`src/iep_pkg.sv`:
```
// Package for the interrupt enable and priority block
package iep_pkg;
	localparam int IEP_NUM_SRC = 7;
	localparam logic [7:0] IEP_ADDR_ENABLE = 8'ha8;
	localparam logic [7:0] IEP_ADDR_LEVEL = 8'hb8;
	localparam logic [7:0] IEP_ENABLE_RESET = 8'h00;
	localparam logic [7:0] IEP_LEVEL_RESET = 8'h00;
	localparam int IEP_GATE_BIT = 7;
	localparam int IEP_CONV_BIT = 6;
	localparam int IEP_TMR2_BIT = 5;
	localparam int IEP_UART_BIT = 4;
	localparam int IEP_TMR1_BIT = 3;
	localparam int IEP_PIN1_BIT = 2;
	localparam int IEP_TMR0_BIT = 1;
	localparam int IEP_PIN0_BIT = 0;
	localparam logic [2:0] IEP_NO_SRC = 3'h7;

	typedef struct packed {
		logic wr;
		logic rd;
		logic [7:0] addr;
		logic [7:0] wdata;
	} iep_sfr_req_t;

	typedef struct packed {
		logic valid;
		logic high;
		logic [2:0] src;
	} iep_irq_req_t;
endpackage

```
`src/iep_ctrl.sv`:
```
// Interrupt enable and two-level priority controller
// What this block does
// [RULE1] Accept requests from the sources and give each one of two levels.
// [RULE2] Enable bit 7 is a master gate; clear blocks every source.
// [RULE3] Enable bit 6 gates the converter-complete request.
// [RULE4] Enable bit 5 gates the timer two request.
// [RULE5] Enable bit 4 gates the serial port request.
// [RULE6] Enable bit 3 gates the timer one request.
// [RULE7] Enable bit 2 gates the second pin request.
// [RULE8] Enable bit 1 gates the timer zero request.
// [RULE9] Enable bit 0 gates the first pin request.
// [RULE10] Level bits 6..0 map to sources in order; 1 is high, 0 low.
// [RULE11] Level bit 7 does nothing; any written value is harmless.
// [RULE12] Request only if pending, enabled and gated; high may preempt low.
module iep_ctrl
	import iep_pkg::*;
(
	input wire logic clk_sys, // Core clock
	input wire logic rst_n, // Synchronous reset, active low
	input wire iep_sfr_req_t sfr_req, // Register access from the core
	output logic [7:0] sfr_rdata, // Read data, one cycle after rd
	input wire logic [IEP_NUM_SRC-1:0] pending, // Source flags, same clock
	input wire logic service_start, // Core enters the presented vector
	input wire logic service_end, // Core returns from an interrupt
	output iep_irq_req_t irq_req, // Request to the core
	output logic [1:0] in_service // Levels now being serviced
);
	logic [7:0] interrupt_enable;
	logic [7:0] interrupt_level_select;
	logic [IEP_NUM_SRC-1:0] armed;
	logic [1:0] next_in_service;
	logic [1:0] sfr_hit;
	iep_irq_req_t next_irq_req;
	// Check-only copies of the arbiter inputs one cycle back
	logic [IEP_NUM_SRC-1:0] armed_q;
	logic [IEP_NUM_SRC-1:0] level_q;

	// Gate and enable bits share one byte, so only seven sources fit
	if (IEP_NUM_SRC != 7) begin : g_src_check
		$error("iep_ctrl serves exactly seven gated sources");
	end

	// Decode shared by the write and read paths
	function automatic logic [1:0] sfr_select(input logic [7:0] addr);
		sfr_select = {addr == IEP_ADDR_LEVEL, addr == IEP_ADDR_ENABLE};
	endfunction

	assign sfr_hit = sfr_select(sfr_req.addr);

	always_ff @(posedge clk_sys) begin
		if (!rst_n) begin
			interrupt_enable <= IEP_ENABLE_RESET;
			interrupt_level_select <= IEP_LEVEL_RESET;
		end else if (sfr_req.wr) begin
			if (sfr_hit[0])
				interrupt_enable <= sfr_req.wdata;
			// Bit 7 is stored but never steers anything
			if (sfr_hit[1])
				interrupt_level_select <= sfr_req.wdata; // see [RULE11]
		end
	end

	always_ff @(posedge clk_sys) begin
		if (!rst_n)
			sfr_rdata <= 8'h00;
		else if (sfr_req.rd && sfr_hit[0])
			sfr_rdata <= interrupt_enable;
		else if (sfr_req.rd && sfr_hit[1])
			sfr_rdata <= interrupt_level_select;
		else
			sfr_rdata <= 8'h00;
	end

	// Per-source gate, then master gate
	always_comb begin
		armed = pending & interrupt_enable[IEP_NUM_SRC-1:0]; // see [RULE3] see [RULE4] see [RULE5]
		// Bits 3..0 likewise: see [RULE6] see [RULE7] see [RULE8] see [RULE9]
		if (!interrupt_enable[IEP_GATE_BIT])
			armed = '0; // see [RULE2]
	end

	// Lowest index wins inside a level, high level first
	always_comb begin
		next_irq_req = '{valid: 1'b0, high: 1'b0, src: IEP_NO_SRC};
		for (int i = IEP_NUM_SRC - 1; i >= 0; i--) begin
			if (armed[i] && !interrupt_level_select[i] && next_in_service == 2'b00)
				next_irq_req = '{valid: 1'b1, high: 1'b0, src: 3'(i)}; // see [RULE12]
		end
		for (int i = IEP_NUM_SRC - 1; i >= 0; i--) begin
			if (armed[i] && interrupt_level_select[i] && !next_in_service[1])
				next_irq_req = '{valid: 1'b1, high: 1'b1, src: 3'(i)}; // see [RULE10] see [RULE1]
		end
	end

	always_ff @(posedge clk_sys) begin
		if (!rst_n)
			irq_req <= '{valid: 1'b0, high: 1'b0, src: IEP_NO_SRC};
		else
			irq_req <= next_irq_req;
	end

	// Service state as it stands after this edge; the arbiter looks at it
	// so that a request the core has just taken is withdrawn at once
	always_comb begin
		next_in_service = in_service;
		if (service_start && irq_req.valid)
			next_in_service[irq_req.high] = 1'b1; // see [RULE12]
		else if (service_end) begin
			// Two-level nesting: end of service releases the highest active level
			if (in_service[1])
				next_in_service[1] = 1'b0;
			else
				next_in_service[0] = 1'b0;
		end
	end

	always_ff @(posedge clk_sys) begin
		if (!rst_n)
			in_service <= 2'b00;
		else
			in_service <= next_in_service;
	end

	always_ff @(posedge clk_sys) begin
		if (!rst_n) begin
			armed_q <= '0;
			level_q <= '0;
		end else begin
			armed_q <= armed;
			level_q <= interrupt_level_select[IEP_NUM_SRC-1:0];
		end
	end

	// Gating: master bit first, then one enable per source
	a_master_gate: assert property (@(posedge clk_sys) disable iff (!rst_n) // see [RULE2]
		!interrupt_enable[IEP_GATE_BIT] |=> !irq_req.valid)
		else $error("request presented while master gate clear");
	a_conv_enable: assert property (@(posedge clk_sys) disable iff (!rst_n) // see [RULE3]
		!interrupt_enable[IEP_CONV_BIT] |=> !(irq_req.valid && irq_req.src == 3'(IEP_CONV_BIT)))
		else $error("converter request while its enable is clear");
	a_tmr2_enable: assert property (@(posedge clk_sys) disable iff (!rst_n) // see [RULE4]
		!interrupt_enable[IEP_TMR2_BIT] |=> !(irq_req.valid && irq_req.src == 3'(IEP_TMR2_BIT)))
		else $error("timer two request while its enable is clear");
	a_uart_enable: assert property (@(posedge clk_sys) disable iff (!rst_n) // see [RULE5]
		!interrupt_enable[IEP_UART_BIT] |=> !(irq_req.valid && irq_req.src == 3'(IEP_UART_BIT)))
		else $error("serial port request while its enable is clear");
	a_tmr1_enable: assert property (@(posedge clk_sys) disable iff (!rst_n) // see [RULE6]
		!interrupt_enable[IEP_TMR1_BIT] |=> !(irq_req.valid && irq_req.src == 3'(IEP_TMR1_BIT)))
		else $error("timer one request while its enable is clear");
	a_pin1_enable: assert property (@(posedge clk_sys) disable iff (!rst_n) // see [RULE7]
		!interrupt_enable[IEP_PIN1_BIT] |=> !(irq_req.valid && irq_req.src == 3'(IEP_PIN1_BIT)))
		else $error("second pin request while its enable is clear");
	a_tmr0_enable: assert property (@(posedge clk_sys) disable iff (!rst_n) // see [RULE8]
		!interrupt_enable[IEP_TMR0_BIT] |=> !(irq_req.valid && irq_req.src == 3'(IEP_TMR0_BIT)))
		else $error("timer zero request while its enable is clear");
	a_pin0_enable: assert property (@(posedge clk_sys) disable iff (!rst_n) // see [RULE9]
		!interrupt_enable[IEP_PIN0_BIT] |=> !(irq_req.valid && irq_req.src == 3'(IEP_PIN0_BIT)))
		else $error("first pin request while its enable is clear");
	a_source_enable: assert property (@(posedge clk_sys) disable iff (!rst_n) // see [RULE12]
		irq_req.valid |-> armed_q[irq_req.src])
		else $error("request from a disabled or idle source");
	a_idle_src: assert property (@(posedge clk_sys) disable iff (!rst_n) // see [RULE12]
		!irq_req.valid |-> irq_req.src == IEP_NO_SRC)
		else $error("idle request carries a source number");

	// Levels and nesting
	a_level_match: assert property (@(posedge clk_sys) disable iff (!rst_n) // see [RULE10]
		irq_req.valid |-> irq_req.high == level_q[irq_req.src])
		else $error("request level differs from level bit");
	a_no_preempt_high: assert property (@(posedge clk_sys) disable iff (!rst_n) // see [RULE12]
		in_service[1] |-> !irq_req.valid)
		else $error("request during high-level service");
	a_low_waits: assert property (@(posedge clk_sys) disable iff (!rst_n) // see [RULE12]
		in_service[0] && irq_req.valid |-> irq_req.high)
		else $error("low request during low-level service");
	a_high_first: assert property (@(posedge clk_sys) disable iff (!rst_n) // see [RULE1]
		((armed & interrupt_level_select[6:0]) != 0) && in_service == 2'b00
		&& !service_start |=> irq_req.valid && irq_req.high)
		else $error("high request not chosen first");
	a_armed_serves: assert property (@(posedge clk_sys) disable iff (!rst_n) // see [RULE12]
		armed != 0 && in_service == 2'b00 && !service_start
		|=> irq_req.valid)
		else $error("armed source not presented");
	a_take_high: assert property (@(posedge clk_sys) disable iff (!rst_n) // see [RULE12]
		service_start && irq_req.valid && irq_req.high |=> in_service[1])
		else $error("taken high request not marked in service");
	a_take_low: assert property (@(posedge clk_sys) disable iff (!rst_n) // see [RULE12]
		service_start && irq_req.valid && !irq_req.high |=> in_service[0])
		else $error("taken low request not marked in service");
	a_start_wins: assert property (@(posedge clk_sys) disable iff (!rst_n) // see [RULE12]
		service_start && irq_req.valid && service_end |=> in_service != 2'b00)
		else $error("return beat a simultaneous vector entry");

	// Register access
	a_bit7_inert: assert property (@(posedge clk_sys) disable iff (!rst_n) // see [RULE11]
		$changed(interrupt_level_select[7]) && $stable(interrupt_level_select[6:0])
		&& $stable(armed) && $stable(next_in_service) |=> $stable(irq_req))
		else $error("level bit 7 changed the request");
	a_read_back: assert property (@(posedge clk_sys) disable iff (!rst_n) // see [RULE2]
		sfr_req.rd && sfr_req.addr == IEP_ADDR_ENABLE |=> sfr_rdata == $past(interrupt_enable))
		else $error("enable register read back wrong");
	a_level_read: assert property (@(posedge clk_sys) disable iff (!rst_n) // see [RULE11]
		sfr_req.rd && sfr_req.addr == IEP_ADDR_LEVEL |=> sfr_rdata == $past(interrupt_level_select))
		else $error("level register read back wrong");
	a_rdata_idle: assert property (@(posedge clk_sys) disable iff (!rst_n) // see [RULE10]
		!sfr_req.rd |=> sfr_rdata == 8'h00)
		else $error("read data not cleared without a read");

	c_high_req: cover property (@(posedge clk_sys) disable iff (!rst_n)
		irq_req.valid && irq_req.high);
	c_low_req: cover property (@(posedge clk_sys) disable iff (!rst_n)
		irq_req.valid && !irq_req.high);
	c_preempt: cover property (@(posedge clk_sys) disable iff (!rst_n)
		in_service == 2'b01 && irq_req.valid && irq_req.high);
	c_nested: cover property (@(posedge clk_sys) disable iff (!rst_n) in_service == 2'b11);
	c_low_release: cover property (@(posedge clk_sys) disable iff (!rst_n)
		in_service == 2'b01 ##1 in_service == 2'b00);
endmodule

```
`config.mk`:
```
export PLATFORM = sky130hd
export DESIGN_NAME = iep_ctrl
export DESIGN_NICKNAME = d
export VERILOG_FILES = /design/src/iep_pkg.sv /design/src/iep_ctrl.sv
export SDC_FILE = /design/constraint.sdc
export NUM_CORES = 1
export LEC_CHECK = 0
export BUFFER_PORTS_ARGS = -buffer_cell sky130_fd_sc_hd__buf_4
export CAP_MARGIN = 20
export CELL_PAD_IN_SITES_DETAIL_PLACEMENT = 0
export CELL_PAD_IN_SITES_GLOBAL_PLACEMENT = 1
export CORE_MARGIN = 2
export CORE_UTILIZATION = 37
export CTS_CLUSTER_DIAMETER = 120
export DETAILED_ROUTE_END_ITERATION = 6
export GPL_ROUTABILITY_DRIVEN = 0
export PLACE_DENSITY_LB_ADDON = 0.1
export SETUP_SLACK_MARGIN = 0.1
export SYNTH_ARGS = -nofsm -noshare
export SYNTH_HDL_FRONTEND = slang
export SYNTH_SLANG_ARGS = --single-unit
```
`constraint.sdc`:
```
create_clock -name clk_sys -period 1.6 [get_ports clk_sys]
set_input_delay 0.16 -clock clk_sys [delete_from_list [all_inputs] [get_ports clk_sys]]
set_output_delay 0.16 -clock clk_sys [all_outputs]
set_load 0.05 [all_outputs]
```
# Word level (Yosys, flattened, before mapping)
# Index checks and enable logic that the tools add are counted.
[totals]
elab_cells = 78
reg_bits = 31
output_inout_bits = 15
inputBits = 29
[op_classes]
muxes = 22
magnitude_cmp = 2
n_eq_ne = 2
n_reduce_logical = 43
bitwise = 2
[ops]
columns = ["operator", "count"]
rows = [
  ["$mux 5", 14],
  ["$logic_and 1x1->1", 32],
  ["$eq 8x8->1 const B", 2],
  ["$mux 8", 2],
  ["$logic_not 1->1", 8],
  ["$and 7x7->7", 1],
  ["$mux 7", 1],
  ["$mux 2", 2],
  ["$reduce_and 2->1", 2],
  ["$logic_not 2->1", 1],
  ["$lt 1x2->1 const B", 1],
  ["$mux 1", 2],
  ["$or 2x2->2", 1],
  ["$demux 1 s1", 1],
  ["$ge 1x1->1 const B", 1],
]

# Logic depth before layout (Yosys ltp)
# Gate-level depths: netlist (run 1).
[logic_depth]
ltp_word = 22
depth_mapped = 6
depth_no_buf = 4

# Least setup slack after synthesis (run 1)
# No wires, ideal clock.
[synth_path]
path_kind = "reg-to-reg"
start = "register irq_req[4] (netlist bit)"
end = "register irq_req[1] (netlist bit)"
t_arrival_ns = 1.604
setup_slack_ns = -0.126
required_time_ns = 1.478
setup_time_ns = 0.122
synth_period_minus_slack_ns = 1.726
path_buffers = 1
stages_incl_launch_ff = 6
cell_sequence = "dfxtp_1 > a31oi_1 > or2_1 > buf_6 > o21a_1 > o32a_1"
[synth_between]
elab_chain_len = 17
elab_cells_between_ends = 30
classes_between = "mux: 14; reduce/logical: 16"
[synth_lines]
columns = ["item", "line_no", "rtl"]
rows = [
  ["from (decl)", "iep_ctrl.sv:25", "output iep_irq_req_t irq_req,"],
  ["from (signal assigned)", "iep_ctrl.sv:97", "irq_req <= '{valid: 1'b0, high: 1'b0, src: IEP_NO_SRC};"],
  ["from (signal assigned)", "iep_ctrl.sv:99", "irq_req <= next_irq_req;"],
  ["$logic_and 1x1->1 *", "iep_ctrl.sv:106", "if (service_start && irq_req.valid)"],
  ["$mux 2 *", "iep_ctrl.sv:106", ""],
  ["$logic_not 2->1", "iep_ctrl.sv:86", "if (armed[i] && !interrupt_level_select[i] && next_in_service == 2'b00)"],
  ["$logic_and 1x1->1", "iep_ctrl.sv:86", ""],
  ["$mux 5 (6 in a row)", "iep_ctrl.sv:86", ""],
  ["$mux 5 (6 in a row)", "iep_ctrl.sv:90", "if (armed[i] && interrupt_level_select[i] && !next_in_service[1])"],
  ["$mux 5 *", "iep_ctrl.sv:90", ""],
]
# Every way passes the cells marked *; elsewhere a longest branch is shown, timed or not.
# A chain may end at the register's enable or synchronous reset.

# Final worst setup path (run 1)
# Ends and elaborated chain as after synthesis.

==> results.json, run 1 <==
{
  "drt_iter0_drc": 77,
  "cts-root-buf": "clkbuf_8",
  "via_count": 1366,
  "end_kind": "register",
  "worst-path-buf-inv": 0,
  "drc": 0,
  "critPathMaxStageDelay_ps": 350,
  "holdCritStartpoint": "rst_n",
  "gr-total-overflow": 0,
  "fp.dieH_um": 67.0,
  "fin_nets": 229,
  "placementRows": 22,
  "port_buffers": 43,
  "ff2ff_setup_slack_ps": 210,
  "coreArea_mm2": 0.00374,
  "r2r_end": "irq_req[1]",
  "placed_cells": 241,
  "drive_gt1_share_pct": 31.3,
  "start_kind": "register",
  "hpwl_um": 2710,
  "p_comb_share_pct": 5.4,
  "ios": 44,
  "pre_cts_slack_ps": -11.4,
  "holdWs_ps": 94.4,
  "p_int_mw": 1.26,
  "rsz0062_at_grt": "false",
  "syn_area_mm2": 0.00147,
  "area_delta_synth_final_pct": 31.0,
  "viasPerCell": 5.49,
  "tritoncts": "done",
  "power_frac_clock_pct": 45.9,
  "p_leak_nw": 0.914,
  "worst_pin_slew_ps": 440,
  "met2_usage_pct": 30.8,
  "numCtsBuffers": 5,
  "busiest_layer": "met2",
  "met3_usage_pct": 4.39,
  "fin_tns_setup_ps": 0,
  "p_total_mw": 1.58,
  "r2r-start": "irq_req[4]",
  "outcome": "complete, no violations",
  "detail_route.wl_per_cell_um": 14.4,
  "initial_utilization_pct": 39.2,
  "p_sw_share_pct": 20.3,
  "required_ps": 1760,
  "slew_violations": 0,
  "yosysWarnings": 0,
  "grt_pass1_vias": 1283,
  "fin_crit_ps": 1390,
  "max_slew_margin_pct": 70.6,
  "ys_types": 39,
  "dr.pass1.iters": 4,
  "synth-seq-cells": 31,
  "path_cells": "a31oi_1 -> or2_1 -> o21a_1 -> o32a_1",
  "worstPathArrival_ps": 1550,
  "critPathTopFamily": "compound AO/OA/AOI/OAI gates",
  "clk_pin_slew_ps": 60,
  "pwr-share-seq_pct": 48.7,
  "diodes": 0,
  "cts_sinks": 31,
  "hp-class": "primary input to register",
  "cts_buffer_depth": 2,
  "switchingPower_mw": 0.321,
  "wirelength_um": 3600,
  "syn_inst": 157,
  "crit_slowest_cell": "dfxtp_4",
  "min_path_cells": 2,
  "setup_viol": 0,
  "ys_seq_area_share_pct": 42.3,
  "fp.dieW_um": 67.0,
  "fmax_ghz": 0.720,
  "stdcell_count": 249,
  "fin_util_pct": 51.4,
  "use_met1_pct": 20.5,
  "postPlaceCellArea_mm2": 0.00181,
  "r2r_cells": 4,
  "track_usage_pct": 17.6,
  "hold-path-endpoint": "irq_req[2]",
  "grt_pass1_wl_um": 5780,
  "crit_fanout": 6,
  "period_share_pct": 86.8,
  "drv_cap": 0,
  "finish.instance_area_mm2": 0.00192,
  "drtAntennaViolNets": 0,
  "postCtsHoldBufs": 0,
  "syn_nets": 186,
  "syn_area_per_cell_um2": 9.35,
  "grt_antenna_before_repair": 0,
  "die_area_mm2": 0.00449,
  "worstSkewPairLatency_ps": 280,
  "criticalPathCategory": "register to register",
  "peakVddDrop_v": 0.000470,
  "p_per_area_mw_per_mm2": 820,
  "clock_skew_ps": 5.29,
  "fin_ws_ps": 211,
  "htreeDepth": 2,
  "grt_start_max_net_pins": 29,
  "hold_violations": 0
}
power groups by stage:
stage | sequential [mW] | combinational (mW) | clock [mW]
global placement | 0.787 | 0.0830 | 0
CTS | 0.769 | 0.0864 | 0.739
global route | 0.767 | 0.0941 | 0.778
finish | 0.768 | 0.0851 | 0.725
detailed placement | 0.787 | 0.0859 | 0
floorplan | 0.786 | 0.0191 | 0
cell usage after synthesis, drive strengths merged:
master	n	area, um^2
dfxtp	31	621
nand2b	4	25.0
a31oi	3	18.8
a22oi	8	60.1
o31ai	1	7.51
nand4b	6	52.6
nand2	8	30.0
a2bb2oi	1	8.76
o311ai	1	8.76
o21ai	3	15.0
nand3	1	10.0
buf	7	56.3
nand4	9	62.6
o211ai	2	15.0
nor3	3	20.0
and4	6	57.6
mux2i	16	160
a21boi	2	18.8
a21oi	3	15.0
o21a	1	7.51
o32a	1	10.0
or2	1	6.26
clkbuf	1	3.75
nor2	28	105
o32ai	1	8.76
a32oi	1	8.76
and4b	3	30.0
and3	1	6.26
a21o	1	7.51
inv	3	11.3
registers in the layout (all words and copies together) (netlist names):
| signal | flops |
|---|---|
| interrupt_enable | 8 |
| in_service | 2 |
| interrupt_level_select | 8 |
| irq_req | 5 |
| sfr_rdata | 8 |
cell families (layout without fill, tap and decap cells):
logic type,Yosys count,after routing,synth area share (%)
AND/OR/NAND/NOR,70,70,27.6
AO/OA/AOI/OAI,29,29,14.3
flip-flops,31,31,42.3
multiplexers,16,16,10.9
buffers and inverters,11,55,4.86
placed cells by master (no fill, tap or decap), types with 2 or more instances in the layout:
cell type / Yosys / layout
a31oi_1: 3 / 3
dfxtp_1: 31 / 27
o211ai_1: 2 / 2
and4b_1: 3 / 3
clkbuf_8: 0 / 6
mux2i_1: 16 / 16
nand2b_1: 4 / 4
and4_1: 4 / 4
a22oi_1: 8 / 8
buf_4: 0 / 44
nand4_1: 8 / 8
o21ai_0: 2 / 2
dfxtp_4: 0 / 3
nor2_1: 28 / 28
inv_1: 2 / 2
and4_4: 2 / 2
nand4b_1: 6 / 6
nand2_1: 8 / 8
nor3_1: 2 / 2
a21oi_1: 3 / 3
area by class of cell:
type | instances | area, um^2
Fill cell | 376 | 1820
Multi-Input combinational cell | 115 | 776
Sequential cell | 31 | 633
Timing Repair Buffer | 44 | 330
Clock buffer | 7 | 108
Tap cell | 48 | 60.1
Inverter | 3 | 11.3
Clock inverter | 1 | 5.00
repair_timing:
action	in CTS	in global routing
setup buffers	0	0
gates cloned	0	0
resized for setup	1	1
setup endpoints to repair	5	2
worst max-delay path by stage:
stage / startpoint / end / cells after the start
global route: interrupt_enable[7] / irq_req[0] / 4
finish: irq_req[4] / irq_req[1] / 4
CTS: interrupt_enable[7] / irq_req[1] / 4
floorplan: in_service[1] / irq_req[1] / 5
global placement: interrupt_enable[7] / irq_req[4] / 4
detailed placement: interrupt_enable[7] / irq_req[0] / 4
metal layers:
layer | share of wire, % | vias up | routed length (um)
li1 | - | 676 | -
met1 | 43 | 633 | 1540
met2 | 49 | 52 | 1770
met3 | 6.9 | 5 | 247
met4 | 1.1 | 0 | 40
met5 | 0 | - | 0
Note: power is estimated with default switching activity, not from simulation.
==> run 2, diff against run 1 <==
Settings changed: CORE_MARGIN 2 to 10.
==> results.json, run 2 (synthesis results as in run 1) <==
{
  "most-common-layout-cells": "buf_4 (44), nor2_1 (28), dfxtp_1 (27)",
  "p_total_mw": 1.44,
  "start_kind": "register",
  "setup_viol": 0,
  "initial_utilization_pct": 39.2,
  "min_path_cells": 2,
  "pwr-share-seq_pct": 53.4,
  "period_share_pct": 89.2,
  "ios": 44,
  "track_usage_pct": 11.4,
  "criticalPathCategory": "register to register",
  "diodes": 0,
  "fp.dieH_um": 83.0,
  "ff2ff_setup_slack_ps": 170,
  "p_int_mw": 1.12,
  "fmax_ghz": 0.701,
  "hold_violations": 0,
  "detail_route.wl_per_cell_um": 16.1,
  "drive_gt1_share_pct": 30.3,
  "crit_fanout": 18,
  "clk_pin_slew_ps": 60,
  "coreArea_mm2": 0.00374,
  "area_delta_synth_final_pct": 28.9,
  "dr.pass1.iters": 4,
  "via_count": 1366,
  "p_leak_nw": 0.897,
  "wirelength_um": 4010,
  "grt_antenna_before_repair": 0,
  "max_slew_margin_pct": 68.6,
  "postCtsSetupBuffers": 0,
  "worstPathArrival_ps": 1580,
  "holdWs_ps": 84.3,
  "drtAntennaViolNets": 0,
  "grt_pass1_wl_um": 6580,
  "stdcell_count": 249,
  "fin_crit_ps": 1430,
  "hpwl_um": 3080,
  "p_comb_share_pct": 6.0,
  "pre_cts_slack_ps": 39.4,
  "drc": 0,
  "crit_slowest_cell": "dfxtp_4",
  "grt_start_max_net_pins": 29,
  "slew_violations": 0,
  "postCtsHoldBufs": 0,
  "top_regs": "interrupt_enable (8), interrupt_level_select (8), sfr_rdata (8)",
  "critPathMaxStageDelay_ps": 410,
  "r2r_cells": 4,
  "mostFrequentLayoutCell": "buf_4",
  "placed_cells": 241,
  "htreeDepth": 2,
  "gr-total-overflow": 0,
  "rsz0062_at_grt": "false",
  "hp-class": "primary input to register",
  "grt_pass1_vias": 1419,
  "power_frac_clock_pct": 40.6,
  "r2r_end": "irq_req[4]",
  "hold-path-endpoint": "irq_req[2]",
  "outcome": "complete, no violations",
  "viasPerCell": 5.49,
  "die_area_mm2": 0.00689,
  "worst_pin_slew_ps": 470,
  "fin_ws_ps": 173,
  "p_sw_share_pct": 22.0,
  "fin_nets": 229,
  "drv_cap": 0,
  "r2r-start": "interrupt_enable[7]",
  "fp.dieW_um": 83.0,
  "worst-path-buf-inv": 0,
  "drt_iter0_drc": 149,
  "numCtsBuffers": 5,
  "placementRows": 22,
  "cts-root-buf": "clkbuf_8",
  "switchingPower_mw": 0.316,
  "peakVddDrop_v": 0.000462,
  "fin_tns_setup_ps": 0,
  "cts_buffer_depth": 2,
  "required_ps": 1750,
  "end_kind": "register",
  "path_cells": "and4_4 -> o32ai_1 -> a21boi_2 -> a21oi_1",
  "clock_skew_ps": 1.73,
  "critPathTopFamily": "compound AO/OA/AOI/OAI gates",
  "worstSkewPairLatency_ps": 280,
  "p_per_area_mw_per_mm2": 760,
  "holdCritStartpoint": "rst_n",
  "cts_sinks": 31,
  "port_buffers": 43,
  "tritoncts": "done"
}
run 2: power by group through the flow:
stage                     sequential, mW  combinational, mW  clock [mW]
after floorplan                    0.786             0.0191           0
after global routing               0.767             0.0944       0.637
after global placement             0.787             0.0829           0
after CTS                          0.769             0.0868       0.599
final                              0.768             0.0859       0.584
after detailed placement           0.787             0.0867           0
run 2: worst max path at each step:
stage                     depth (start not counted)                start  slack [ps]         end
after floorplan                                   5        in_service[1]         140  irq_req[1]
after global placement                            4  interrupt_enable[7]          80  irq_req[4]
after detailed placement                          4  interrupt_enable[7]          40  irq_req[1]
after CTS                                         4  interrupt_enable[7]         160  irq_req[4]
after global routing                              4  interrupt_enable[7]         120  irq_req[4]
final                                             4  interrupt_enable[7]         170  irq_req[4]
run 2: repair_timing:
action | in CTS | in global routing
gates cloned | 0 | 0
endpoints found under the setup margin | 5 | 2
gates resized for setup | 1 | 1
run 2: metal layers:
| metal | GRT usage [%] | vias up | share of wire (%) |
|---|---|---|---|
| li1 | - | 672 | - |
| met1 | 11.9 | 639 | 41 |
| met2 | 18.5 | 52 | 48 |
| met3 | 7.23 | 3 | 10 |
| met4 | 3.23 | 0 | 0.72 |
| met5 | 0 | - | 0 |
run 2: worst register-to-register path, cell delays in order (launching register included):
cell and delay, ps:
dfxtp_4 410, and4_4 210, o32ai_1 360, a21boi_2 240, a21oi_1 80
run 2: cell type report:
type	count	area, um^2
Fill cell	395	1850
Inverter	3	11.3
Sequential cell	31	633
Tap cell	48	60.1
Clock buffer	7	76.3
Multi-Input combinational cell	115	776
Clock inverter	1	5.00
Timing Repair Buffer	44	330
run 2: per-stage QoR:
| step | cell area, um^2 | utilization [%] |
|---|---|---|
| after floorplan | 1480 | - |
| after global placement | 1810 | 48.3 |
| after detailed placement | 1810 | 48.3 |
| after CTS | 1890 | 50.5 |
| after global routing | 1890 | 50.5 |
| final | 1890 | 50.5 |
==> run 3, diff against run 2 <==
Settings changed: GPL_TIMING_DRIVEN set to 0.
==> results.json, run 3 (synthesis results as in run 1) <==
{
  "dr.max_layer_used": "met4",
  "r2r_end": "irq_req[1]",
  "numCtsBuffers": 5,
  "tritoncts": "done",
  "worst_pin_slew_ps": 525,
  "grt_start_max_net_pins": 11,
  "most-common-layout-cells": "buf_4 (43), nor2_1 (28), dfxtp_1 (28)",
  "fp.dieH_um": 83.0,
  "drc": 0,
  "placed_cells": 248,
  "ios": 44,
  "mostFrequentLayoutCell": "buf_4",
  "fin_crit_ps": 1470,
  "multi_input_area_um2": 787,
  "grt_antenna_before_repair": 0,
  "clock_skew_ps": 6.99,
  "port_buffers": 43,
  "postCtsSetupBuffers": 0,
  "holdCritStartpoint": "rst_n",
  "nFillCells": 380,
  "start_kind": "register",
  "die_area_mm2": 0.00689,
  "r2r_cells": 6,
  "cts_buffer_depth": 2,
  "p_per_area_mw_per_mm2": 771,
  "top_regs": "interrupt_enable (8), interrupt_level_select (8), sfr_rdata (8)",
  "drive_gt1_share_pct": 32.7,
  "grt_pass1_vias": 1434,
  "peakVddDrop_v": 0.000509,
  "cts_sinks": 31,
  "max_slew_margin_pct": 65.0,
  "fin_tns_setup_ps": 0,
  "r2r-start": "interrupt_enable[7]",
  "postCtsHoldBufs": 0,
  "fin_nets": 236,
  "setup_viol": 0,
  "hold-path-endpoint": "irq_req[2]",
  "coreArea_mm2": 0.00374,
  "required_ps": 1760,
  "hpwl_um": 3260,
  "criticalPathCategory": "register to register",
  "met1Wirelength_um": 1770,
  "stdcell_count": 256,
  "seqCellArea_um2": 629,
  "area_delta_synth_final_pct": 34.3,
  "dr_wl_met3_um": 397,
  "dr.pass1.iters": 4,
  "drt_iter0_drc": 94,
  "gr-total-overflow": 0,
  "drtAntennaViolNets": 0,
  "via_count": 1394,
  "slew_violations": 0,
  "wirelength_um": 4190,
  "crit_fanout": 10,
  "htreeDepth": 2,
  "cts-root-buf": "clkbuf_8",
  "viasPerCell": 5.45,
  "rsz0062_at_grt": "true",
  "diodes": 0,
  "placementRows": 22,
  "met2_length_um": 1970,
  "end_kind": "register",
  "min_path_cells": 2,
  "hp-class": "primary input to register",
  "track_usage_pct": 11.7,
  "clk_pin_slew_ps": 60,
  "hold_violations": 0,
  "fp.dieW_um": 83.0,
  "ff2ff_setup_slack_ps": 130,
  "initial_utilization_pct": 39.2,
  "detail_route.wl_per_cell_um": 16.4,
  "drv_cap": 0,
  "grt_pass1_wl_um": 6800,
  "worstPathArrival_ps": 1640,
  "fmax_ghz": 0.678,
  "worstSkewPairLatency_ps": 280,
  "postCtsResizedCells": 0,
  "p_leak_nw": 0.939,
  "outcome": "complete, no violations",
  "period_share_pct": 92.1
}
==> run 3: changes by cell type in the layout (fill, tap and decap cells not counted), sizes merged <==
cell,before,now
buf,44,50
clkbuf,7,9
clkinv,1,0
==> run 3: worst max path at each step <==
stage,startpoint,endpoint,slack [ps]
after floorplan,in_service[1],irq_req[1],140
after global placement,interrupt_enable[7],irq_req[1],150
after detailed placement,interrupt_enable[7],irq_req[1],120
after CTS,interrupt_enable[7],irq_req[1],100
after global routing,interrupt_enable[7],irq_req[1],70
final,interrupt_enable[7],irq_req[1],130
==> run 3: layer usage <==
layer,GRT usage (%),vias to the layer above
li1,-,685
met1,14.4,648
met2,17.7,55
met3,5.18,6
met4,3.69,0
met5,0,-
==> run 3: final cells by class <==
type	instances	share of cell area (%)
clock buffer	8	5.08
timing repair buffer	43	16.4
multi-input combinational	115	39.9
tap	48	3.05
inverter	3	0.571
sequential	31	31.9
buffer	8	3.05
==> run 3: per-stage QoR <==
step / setup WS (ps) / util (%) / hold WS (ps) / power (mW) / instance area [um^2]
3_5_place_dp: 124 / 49.7 / 379 / 0.878 / 1860
2_1_floorplan: 140 / - / 233 / 0.805 / 1480
5_1_grt: 72.2 / 52.6 / 104 / 1.58 / 1970
3_3_place_gp: 147 / 49.7 / 379 / 0.873 / 1860
4_1_cts: 105 / 52.3 / 82.9 / 1.54 / 1960
6_report: 126 / 52.6 / 89.2 / 1.52 / 1970
==> run 3: critical path, stage by stage (launching register included) <==
cell,delay (ps)
dfxtp_1,330
buf_6,140
buf_8,140
nand3_2,100
o21ai_2,160
a31oi_1,130
o32a_1,360
==> run 3: power by group <==
group          switching, mW  total (mW)  internal [mW]
logic                 0.0396      0.0908         0.0512
clock network          0.268       0.659          0.392
registers           0.000482       0.769          0.769
total                  0.308        1.52           1.21
